File: src/design/ssr_defines.svh
// bit positions, widths and reset values of the status summary block
`ifndef SSR_DEFINES_SVH
`define SSR_DEFINES_SVH

`define SSR_GRP_W 16
`define SSR_STB_W 8
`define SSR_ENABLE_RST 16'h0000
`define SSR_EVENT_RST 16'h0000
`define SSR_STB_RST 8'h00
`define SSR_COND_RST 16'h0000

`define SSR_QUES_OVERLOAD_BIT 0
`define SSR_QUES_CALFAIL_BIT 8
`define SSR_QUES_LIMIT0_BIT 9

`define SSR_OPER_CALACT_BIT 0
`define SSR_OPER_WAITTRIG_BIT 5
`define SSR_OPER_PRETRIG_BIT 8
`define SSR_OPER_DONE_BIT 9

`define SSR_STB_QUES_BIT 3
`define SSR_STB_BIT4 4
`define SSR_STB_MSG_AVAIL_BIT 5
`define SSR_STB_STD_EVT_BIT 6
`define SSR_STB_OPER_BIT 7

`define SSR_MAX_CH 4

`endif

File: src/design/ssr_pkg.sv
// types shared by the status summary block
`default_nettype none
package ssr_pkg;

	typedef enum logic [3:0] {
		SSR_OPER_COND_RD = 4'h0,
		SSR_OPER_EVT_RD = 4'h1,
		SSR_OPER_EN_RD = 4'h2,
		SSR_OPER_EN_WR = 4'h3,
		SSR_QUES_COND_RD = 4'h4,
		SSR_QUES_EVT_RD = 4'h5,
		SSR_QUES_EN_RD = 4'h6,
		SSR_QUES_EN_WR = 4'h7,
		SSR_PRESET = 4'h8,
		SSR_STB_RD = 4'h9
	} ssr_cmd_type;

	typedef struct packed {
		logic valid;
		ssr_cmd_type op;
		logic [15:0] data;
	} ssr_req_type;

	typedef struct packed {
		logic valid;
		logic [15:0] data;
	} ssr_rsp_type;

	typedef struct packed {
		logic meas_done;
		logic pretrig_met;
		logic awaiting_trig;
		logic cal_active;
	} ssr_oper_cond_type;

	typedef struct packed {
		logic [3:0] limit_fail;
		logic cal_fail;
		logic overload;
	} ssr_ques_cond_type;

	typedef struct packed {
		logic std_event_summary;
		logic message_available_bit;
		logic aux_bit4;
	} ssr_ext_sum_type;

endpackage : ssr_pkg
`default_nettype wire

File: src/design/ssr_status_summary.sv
// status summary block: condition, event and enable groups, status byte
`include "ssr_defines.svh"
`default_nettype none

module ssr_status_summary #(
	parameter int NUM_CH = `SSR_MAX_CH
) (
	// clock and reset
	input wire logic clock,
	input wire logic rst_b,
	// live conditions from the digitizer
	input wire ssr_pkg::ssr_oper_cond_type oper_cond,
	input wire ssr_pkg::ssr_ques_cond_type ques_cond,
	input wire ssr_pkg::ssr_ext_sum_type ext_sum,
	// host command port
	input wire ssr_pkg::ssr_req_type req,
	output var ssr_pkg::ssr_rsp_type rsp,
	// status byte
	output var logic [`SSR_STB_W-1:0] status_summary_byte
);

	if (NUM_CH < 1 || NUM_CH > `SSR_MAX_CH) begin : g_bad_ch
		$error("NUM_CH must lie between 1 and 4");
	end

	// the header map must leave room for every limit bit
	if (`SSR_QUES_LIMIT0_BIT + `SSR_MAX_CH > `SSR_GRP_W) begin : g_bad_map
		$error("limit bits run past the questionable group");
	end

	////////////////////////////////////////////////////////////////////////////
	// condition mapping

	logic [`SSR_GRP_W-1:0] oper_live;
	logic [`SSR_GRP_W-1:0] ques_live;
	logic [`SSR_GRP_W-1:0] ques_limit;

	genvar ch;
	for (ch = 0; ch < `SSR_MAX_CH; ch++) begin : g_limit
		if (ch < NUM_CH) begin : g_used
			assign ques_limit[`SSR_QUES_LIMIT0_BIT + ch] =
				ques_cond.limit_fail[ch];
		end else begin : g_unused
			assign ques_limit[`SSR_QUES_LIMIT0_BIT + ch] = 1'b0;
		end
	end
	assign ques_limit[`SSR_QUES_LIMIT0_BIT-1:0] = '0;
	assign ques_limit[`SSR_GRP_W-1:`SSR_QUES_LIMIT0_BIT+`SSR_MAX_CH] = '0;

	always_comb begin
		oper_live = '0;
		oper_live[`SSR_OPER_CALACT_BIT] = oper_cond.cal_active;
		oper_live[`SSR_OPER_WAITTRIG_BIT] = oper_cond.awaiting_trig;
		oper_live[`SSR_OPER_PRETRIG_BIT] = oper_cond.pretrig_met;
		oper_live[`SSR_OPER_DONE_BIT] = oper_cond.meas_done;
		ques_live = ques_limit;
		ques_live[`SSR_QUES_OVERLOAD_BIT] = ques_cond.overload;
		ques_live[`SSR_QUES_CALFAIL_BIT] = ques_cond.cal_fail;
	end

	////////////////////////////////////////////////////////////////////////////
	// command decode

	// one place decides whether a request names a given write, preset or event-read command; read data uses its own case on req.op
	function automatic logic is_op(ssr_pkg::ssr_req_type r,
		ssr_pkg::ssr_cmd_type op);
		return r.valid && (r.op == op);
	endfunction : is_op

	wire oper_evt_rd = is_op(req, ssr_pkg::SSR_OPER_EVT_RD);
	wire ques_evt_rd = is_op(req, ssr_pkg::SSR_QUES_EVT_RD);
	wire oper_en_wr = is_op(req, ssr_pkg::SSR_OPER_EN_WR);
	wire ques_en_wr = is_op(req, ssr_pkg::SSR_QUES_EN_WR);
	wire preset = is_op(req, ssr_pkg::SSR_PRESET);

	////////////////////////////////////////////////////////////////////////////
	// condition, event and enable registers

	logic [`SSR_GRP_W-1:0] oper_cond_r;
	logic [`SSR_GRP_W-1:0] ques_cond_r;
	logic [`SSR_GRP_W-1:0] oper_event_r;
	logic [`SSR_GRP_W-1:0] oper_event_nxt;
	logic [`SSR_GRP_W-1:0] ques_event_r;
	logic [`SSR_GRP_W-1:0] ques_event_nxt;
	logic [`SSR_GRP_W-1:0] oper_enable_r;
	logic [`SSR_GRP_W-1:0] oper_enable_nxt;
	logic [`SSR_GRP_W-1:0] ques_enable_r;
	logic [`SSR_GRP_W-1:0] ques_enable_nxt;

	// a condition active in the clearing cycle is kept, so no event is lost
	assign oper_event_nxt = (oper_evt_rd ? '0 : oper_event_r)
		| oper_live;
	assign ques_event_nxt = (ques_evt_rd ? '0 : ques_event_r)
		| ques_live;

	// preset wins over a write in the same cycle; events are not touched
	assign oper_enable_nxt = preset ? `SSR_ENABLE_RST :
		(oper_en_wr ? req.data : oper_enable_r);
	assign ques_enable_nxt = preset ? `SSR_ENABLE_RST :
		(ques_en_wr ? req.data : ques_enable_r);

	// copies of the live inputs, read back by the condition queries
	always_ff @(posedge clock) begin
		if (!rst_b) begin
			oper_cond_r <= `SSR_COND_RST;
		end else begin
			oper_cond_r <= oper_live;
		end
	end

	always_ff @(posedge clock) begin
		if (!rst_b) begin
			ques_cond_r <= `SSR_COND_RST;
		end else begin
			ques_cond_r <= ques_live;
		end
	end

	// event latches: set wins over the read clear
	always_ff @(posedge clock) begin
		if (!rst_b) begin
			oper_event_r <= `SSR_EVENT_RST;
		end else begin
			oper_event_r <= oper_event_nxt;
		end
	end

	always_ff @(posedge clock) begin
		if (!rst_b) begin
			ques_event_r <= `SSR_EVENT_RST;
		end else begin
			ques_event_r <= ques_event_nxt;
		end
	end

	// enables change only on a write, a preset or reset
	always_ff @(posedge clock) begin
		if (!rst_b) begin
			oper_enable_r <= `SSR_ENABLE_RST;
		end else begin
			oper_enable_r <= oper_enable_nxt;
		end
	end

	always_ff @(posedge clock) begin
		if (!rst_b) begin
			ques_enable_r <= `SSR_ENABLE_RST;
		end else begin
			ques_enable_r <= ques_enable_nxt;
		end
	end

	////////////////////////////////////////////////////////////////////////////
	// summaries and status byte

	// masked-off events never leak into the byte
	wire oper_summary =
		|(oper_event_r & oper_enable_r);
	wire ques_summary =
		|(ques_event_r & ques_enable_r);

	logic [`SSR_STB_W-1:0] stb_nxt;
	always_comb begin
		stb_nxt = '0;
		stb_nxt[`SSR_STB_OPER_BIT] = oper_summary;
		stb_nxt[`SSR_STB_STD_EVT_BIT] = ext_sum.std_event_summary;
		stb_nxt[`SSR_STB_MSG_AVAIL_BIT] =
			ext_sum.message_available_bit;
		stb_nxt[`SSR_STB_BIT4] = ext_sum.aux_bit4;
		stb_nxt[`SSR_STB_QUES_BIT] = ques_summary;
	end

	////////////////////////////////////////////////////////////////////////////
	// read data; writes and preset answer with zero as an acknowledge

	logic [`SSR_GRP_W-1:0] rd_data;
	always_comb begin
		case (req.op)
			ssr_pkg::SSR_OPER_COND_RD: rd_data = oper_cond_r;
			ssr_pkg::SSR_OPER_EVT_RD: rd_data = oper_event_r;
			ssr_pkg::SSR_OPER_EN_RD: rd_data = oper_enable_r;
			ssr_pkg::SSR_QUES_COND_RD: rd_data = ques_cond_r;
			ssr_pkg::SSR_QUES_EVT_RD: rd_data = ques_event_r;
			ssr_pkg::SSR_QUES_EN_RD: rd_data = ques_enable_r;
			ssr_pkg::SSR_STB_RD: rd_data = {8'h00, status_summary_byte};
			default: rd_data = 16'h0000;
		endcase
	end

	// byte rebuilt every cycle, so it always follows the masks
	always_ff @(posedge clock) begin
		if (!rst_b) begin
			status_summary_byte <= `SSR_STB_RST;
		end else begin
			status_summary_byte <= stb_nxt;
		end
	end

	// every command answered one cycle later, writes with zero
	always_ff @(posedge clock) begin
		if (!rst_b) begin
			rsp <= '0;
		end else begin
			rsp.valid <= req.valid;
			rsp.data <= req.valid ? rd_data : 16'h0000;
		end
	end

endmodule : ssr_status_summary
`default_nettype wire

File: config.mk
export PLATFORM = sky130hd
export DESIGN_NAME = ssr_status_summary
export DESIGN_NICKNAME = d
export VERILOG_FILES = /design/src/design/ssr_pkg.sv /design/src/design/ssr_status_summary.sv
export VERILOG_INCLUDE_DIRS = /design/src /design/src/design
export SDC_FILE = /design/constraint.sdc
export NUM_CORES = 1
export LEC_CHECK = 0
export BUFFER_PORTS_ARGS = -buffer_cell sky130_fd_sc_hd__buf_4
export CORE_MARGIN = 5
export CORE_UTILIZATION = 45
export DETAILED_ROUTE_END_ITERATION = 10
export GPL_TIMING_DRIVEN = 0
export PLACE_DENSITY = 0.67
export SKIP_CTS_REPAIR_TIMING = 1
export SYNTH_ARGS = -nofsm -noshare
export SYNTH_HDL_FRONTEND = slang
export SYNTH_SLANG_ARGS = --single-unit
File: constraint.sdc
create_clock -name clock -period 1.2 [get_ports clock]
set_clock_uncertainty 0.05 [all_clocks]
set_input_delay 0.06 -clock clock [delete_from_list [all_inputs] [get_ports clock]]
set_output_delay 0.06 -clock clock [all_outputs]
set_load 0.01 [all_outputs]
==> results of run 1 <==
-- stage by stage --
step                      setup WS [ns]  utilization, %
after floorplan                 0.04514               -
after CTS                       -0.1271           56.61
after global placement          -0.2225           53.22
after detailed placement        -0.2395           53.22
final                          -0.06948           61.48
after global routing           -0.09786           61.48
-- per-layer routing --
layer	wire length, µm	vias up
met3	527	16
met1	3886	1364
li1	-	1365
met4	195	0
met5	0	-
met2	4172	107
-- power breakdown --
part / leakage [µW] / internal [µW] / switching (µW)
Combinational: 0.000927 / 291 / 293
Clock: 0.000109 / 1230 / 953
Sequential: 0.000605 / 2530 / 48.2
-- cell usage after synthesis (all sizes together), types with 2 or more instances --
cell type	number	share of area (%)
and2	15	3.1
a21o	10	2.5
a21oi	42	7.0
a32oi	2	0.58
buf	22	4.9
nand2	6	0.74
nand3	36	5.9
nor4bb	6	2.0
a31oi	3	0.62
mux2	6	2.2
a22oi	12	3.0
mux4	2	1.5
nor3	2	0.33
clkbuf	9	1.2
inv	4	0.49
and3b	3	0.86
nor2b	2	0.41
o21ai	39	6.4
a211o	2	0.58
dfxtp	74	49
nand3b	5	1.2
nor3b	2	0.86
and4b	5	1.6
nor2	8	0.99
-- kinds of logic (layout without fill, tap and decap cells) --
kind of cell / Yosys count / count (layout) / synth area share [%]
AOI/OAI and AO/OA: 112 / 112 / 21.34
and+or+nand+nor: 94 / 94 / 19.66
DFF: 74 / 74 / 48.68
buffers and inverters: 35 / 136 / 6.496
muxes: 8 / 8 / 3.700
other: 1 / 3 / 0.1232
-- final cells by class --
cell class                 count  area share [%]
sequential                    74           36.13
multi-input combinational    217           33.75
timing repair buffer          85           17.36
buffer                        31           4.447
clock buffer                  10           3.351
tap                           80           2.437
clock inverter                 6           2.163
inverter                       4          0.3655
-- state kept, by name, summed over array words and instances (netlist names) --
name,count
oper_enable_r,16
ques_event_r,6
ques_cond_r,6
ques_enable_r,16
oper_event_r,4
oper_cond_r,4
rsp,17
status_summary_byte,5
-- final timing paths --
| check | start | end | cells after the start |
|---|---|---|---|
| setup reg to reg | ques_enable_r[8] | rsp[8] | 3 |
| setup / recovery | ques_enable_r[8] | rsp[8] | 3 |
| hold reg to reg | ques_enable_r[4] | rsp[4] | 2 |
| hold / removal | rst_b | rsp[16] | 2 |
==> flow_summary.ini, run 1 <==
[route]
final_antenna_net_count = 0
drt-total-wl_um = 8782
wire_per_inst_um = 17.32
vias = 2852
first_iter_violations = 165
vias_per_cell = 5.625
route.detailed.drc = 0
first_pass_iters = 4

[logic_synthesis]
synth_area_per_cell_um2 = 9.392
syn_area_mm2 = 0.003043
synth_warnings = 0
synth_seq_cells = 74
synthCells = 324
synth_edf_count = 0
synth_cell_type_count = 37
async_reset_ff_share_pct = 0
synth_top_flop_cell = dfxtp_1
seq_area_frac_synth_pct = 48.68

[power_and_ir_drop]
power_uw = 5344
vdd_ir_drop_max_mv = 0.7429
powerDensity_mw_per_mm2 = 1301
p_leak_uw = 0.001641

[clock_tree]
cts_made_buffers = 9
clkTransAtPathRegs_ns = 0.09
htree_levels = 3
clkSinkCount = 74
cts_tree = done
clkLatencyLatePin_ns = 0.35
clk_path_buf_depth = 2
clock-root-buffer = clkbuf_8

[timing]
period_minus_slack_ns = 1.269
post-route-period-util_pct = 105.8
tightest_slew_ns = 0.5711
slew_headroom_pct = 61.76
rsz0062_at_grt = yes
tns_ns = -0.1263
holdWs_ns = 0.007468
setup_ws_ns = -0.06948
max_freq_ghz = 0.7877
finalHoldViolations = 0
drv_slew = 0
setup_viol = 2

[worst_setup_path]
slowest_delay_ns = 0.47
arrival_ns = 1.44
crit_family = multiplexers
cp-start-kind = register
path_cells = mux4_2 > a22oi_2 > nor3_2
critPathKind = register to register
r2r_slack_ns = -0.07
cp-end-kind = register
path_max_fanout = 3
required_ns = 1.37
cpMaxStageDelayCell = mux4_2
critPathBufInv = 0

[floorplan]
io_pins = 61
initial_core_util_pct = 45.54
core_area_mm2 = 0.006681
placementRows = 30
fp.dieArea_mm2 = 0.008506
dieWidth_um = 92.23
die_h_um = 92.23

[grt]
grtUsageTotal_pct = 20.18
grt_pass1_wl_um = 13310
grt-busiest-layer = met2
met3_usage_pct = 5.496
grt_max_degree = 14
grtUsageMet1_pct = 26.75
grt_pass1_vias = 2605
use_met2_pct = 32.00
antenna_found_initial = 0
grt.overflow.total = 0

[placed_design]
place_inst = 460
io_buffers = 54
gp_congestion = 0.9040
dp_hpwl_um = 6030
placed_area_mm2 = 0.003556

[layout]
layout-drive-gt1-share_pct = 26.46
final_common_cell = dfxtp_1
stdcell_count = 507
n_antenna_cell = 0
synthToLayoutAreaGrowth_pct = 34.99
fin_nets = 458
final_cell_mix = dfxtp_1, buf_4, a21oi_1, o21ai_0, nand3_1
multi_input_area_mm2 = 0.001386
n_fill_cell = 564
fin_area_mm2 = 0.004108
seq_area_mm2 = 0.001484

[min_path]
hp-class = primary input to register

[status]
outcome = complete, but fails checks
violations = setup timing

[job]
drv_cap = 0
No activity file was read; power rests on OpenSTA's default activity.
==> inputs of run 2 (changes only) <==
- ABC_AREA: not set -> 1
- CTS_CLUSTER_SIZE: not set -> 28
==> run 2 against run 1 <==
Net effect: the run now ends clean; count of clock-buffer cells in the layout is 1 lower; largest cell class unchanged; highest routed layer unchanged; hold slack improved by 0.034 ns; first-iteration DRC count decreased by 6.7%; critical path depth down 2; routed wire length down 13%; largest power group unchanged; cell count grew 10%; fmax up 37%; total power shrank 12%.
==> flow_summary.ini, run 2 <==
[layout]
n_fill_cell = 578
synthToLayoutAreaGrowth_pct = 32.66
layout-drive-gt1-share_pct = 25.47
final_cell_mix = nand2_1, dfxtp_1, nand3_1, buf_4, dlygate4sd3_1
final_common_cell = nand2_1
fin_area_mm2 = 0.003954
fin_nets = 515
n_antenna_cell = 0
largest_reg_flops = 17
biggestRegsByFlops = rsp x17, oper_enable_r x16, ques_enable_r x16
max_flop_register = rsp

[clock_tree]
clkTransAtPathRegs_ns = 0.08
clkLatencyLatePin_ns = 0.34
clock-root-buffer = clkbuf_8
cts_tree = done
htree_levels = 3
clk_path_buf_depth = 2
cts_made_buffers = 9
clkSinkCount = 74

[logic_synthesis]
synth.top_cell.area_share_pct = 49.71
synth_area_per_cell_um2 = 7.822
synth_seq_cells = 74
synthCells = 381
async_reset_ff_share_pct = 0
synth_area_leaders = dfxtp_1, nand2_1, nand3_1
synth_warnings = 0
synth_cell_type_count = 25
synth_edf_count = 0
synth_top_flop_cell = dfxtp_1
synth_commonest_cells = nand2_1, dfxtp_1, nand3_1
yosysTopAreaCell = dfxtp_1
seq_area_frac_synth_pct = 49.71
syn_area_mm2 = 0.002980
yosysMostFrequentCell = nand2_1

[worst_setup_path]
crit_family = flip-flops
slowest_delay_ns = 0.35
path_cells = buf_4
arrival_ns = 0.82
startpoint = status_summary_byte[4]
cpMaxStageDelayCell = dfxtp_1
cp-start-kind = register
critPathBufInv = 1
required_ns = 1.09
r2r-start = ques_enable_r[11]
critPathKind = register to output port
path_max_fanout = 2
cp-end-kind = output port

[status]
outcome = finished clean

[placed_design]
placed_area_mm2 = 0.003505
dp_hpwl_um = 5360
io_buffers = 56
gp_congestion = 0.8905

[power_and_ir_drop]
powerDensity_mw_per_mm2 = 1185
p_leak_uw = 0.001750
vdd_ir_drop_max_mv = 0.7541
power_uw = 4685

[floorplan]
io_pins = 61
die_h_um = 91.38
placementRows = 29
dieWidth_um = 91.38
fp.dieArea_mm2 = 0.008350
initial_core_util_pct = 46.67
core_area_mm2 = 0.006386

[timing]
max_freq_ghz = 1.079
period_minus_slack_ns = 0.9264
slew_headroom_pct = 61.42
rsz0062_at_grt = no
tightest_slew_ns = 0.5787
setup_viol = 0
drv_slew = 0
post-route-period-util_pct = 77.20
finalHoldViolations = 0

[route]
drt-total-wl_um = 7656
vias = 2792
final_antenna_net_count = 0
first_pass_iters = 4
route.detailed.drc = 0
vias_per_cell = 4.986
wire_per_inst_um = 13.67
first_iter_violations = 154

[min_path]
hp-class = primary input to register
min-delay-start = rst_b

[grt]
antenna_found_initial = 0
grtUsageTotal_pct = 18.06
grt.overflow.total = 0
grt_pass1_vias = 2456
grt_pass1_wl_um = 12050
grt_max_degree = 13

[job]
drv_cap = 0
-- run 2: metrics by stage --
step / TNS, ns / std cells / setup slack [ns] / utilization, % / hold WS, ns
global placement: -0.6808 / 516 / -0.08235 / 54.88 / 0.1906
floorplan: 0 / 383 / 0.3414 / - / 0.1076
detailed placement: -0.7375 / 516 / -0.07200 / 54.88 / 0.1973
CTS: 0 / 531 / 0.2606 / 57.37 / -0.1590
finish: 0 / 560 / 0.2736 / 61.91 / 0.04146
global route: 0 / 560 / 0.1397 / 61.91 / 0.03500
-- run 2: area by class of cell --
class | instances | area (µm²) | area share, %
Multi-Input combinational cell | 255 | 1226 | 31.01
Inverter | 31 | 121.4 | 3.070
Tap cell | 77 | 96.34 | 2.437
Clock buffer | 9 | 123.9 | 3.133
Sequential cell | 74 | 1481 | 37.47
Clock inverter | 6 | 35.03 | 0.8861
Buffer | 23 | 158.9 | 4.019
Timing Repair Buffer | 85 | 710.7 | 17.97
-- run 2: metal layers --
layer / vias up / wire (µm) / global-route usage [%]
li1: 1421 / - / -
met1: 1299 / 3384 / 24.30
met2: 62 / 3799 / 28.10
met3: 10 / 364 / 4.380
met4: 0 / 108 / 6.479
met5: - / 0 / 0
-- run 2: worst paths after layout --
kind                            endpoint  slack [ns]  cells past startpoint
setup / recovery  status_summary_byte[4]        0.27                      1
hold / removal           ques_event_r[0]        0.04                      3
setup reg to reg  status_summary_byte[3]        0.30                      4
hold reg to reg         ques_enable_r[1]        0.42                      2
-- run 2: kinds of logic after synthesis --
| group | count (synthesis) | share of synthesized area [%] |
|---|---|---|
| other | 1 | 0.1258 |
| AO/OA/AOI/OAI | 49 | 9.656 |
| buffers and inverters | 54 | 9.403 |
| AND/OR/NAND/NOR | 203 | 31.11 |
| flip-flops | 74 | 49.71 |
-- run 2: power breakdown --
part / internal (µW) / switching (µW) / total (µW)
combinational: 237 / 265 / 502
clock: 723 / 889 / 1610
sequential: 2530 / 41.4 / 2570
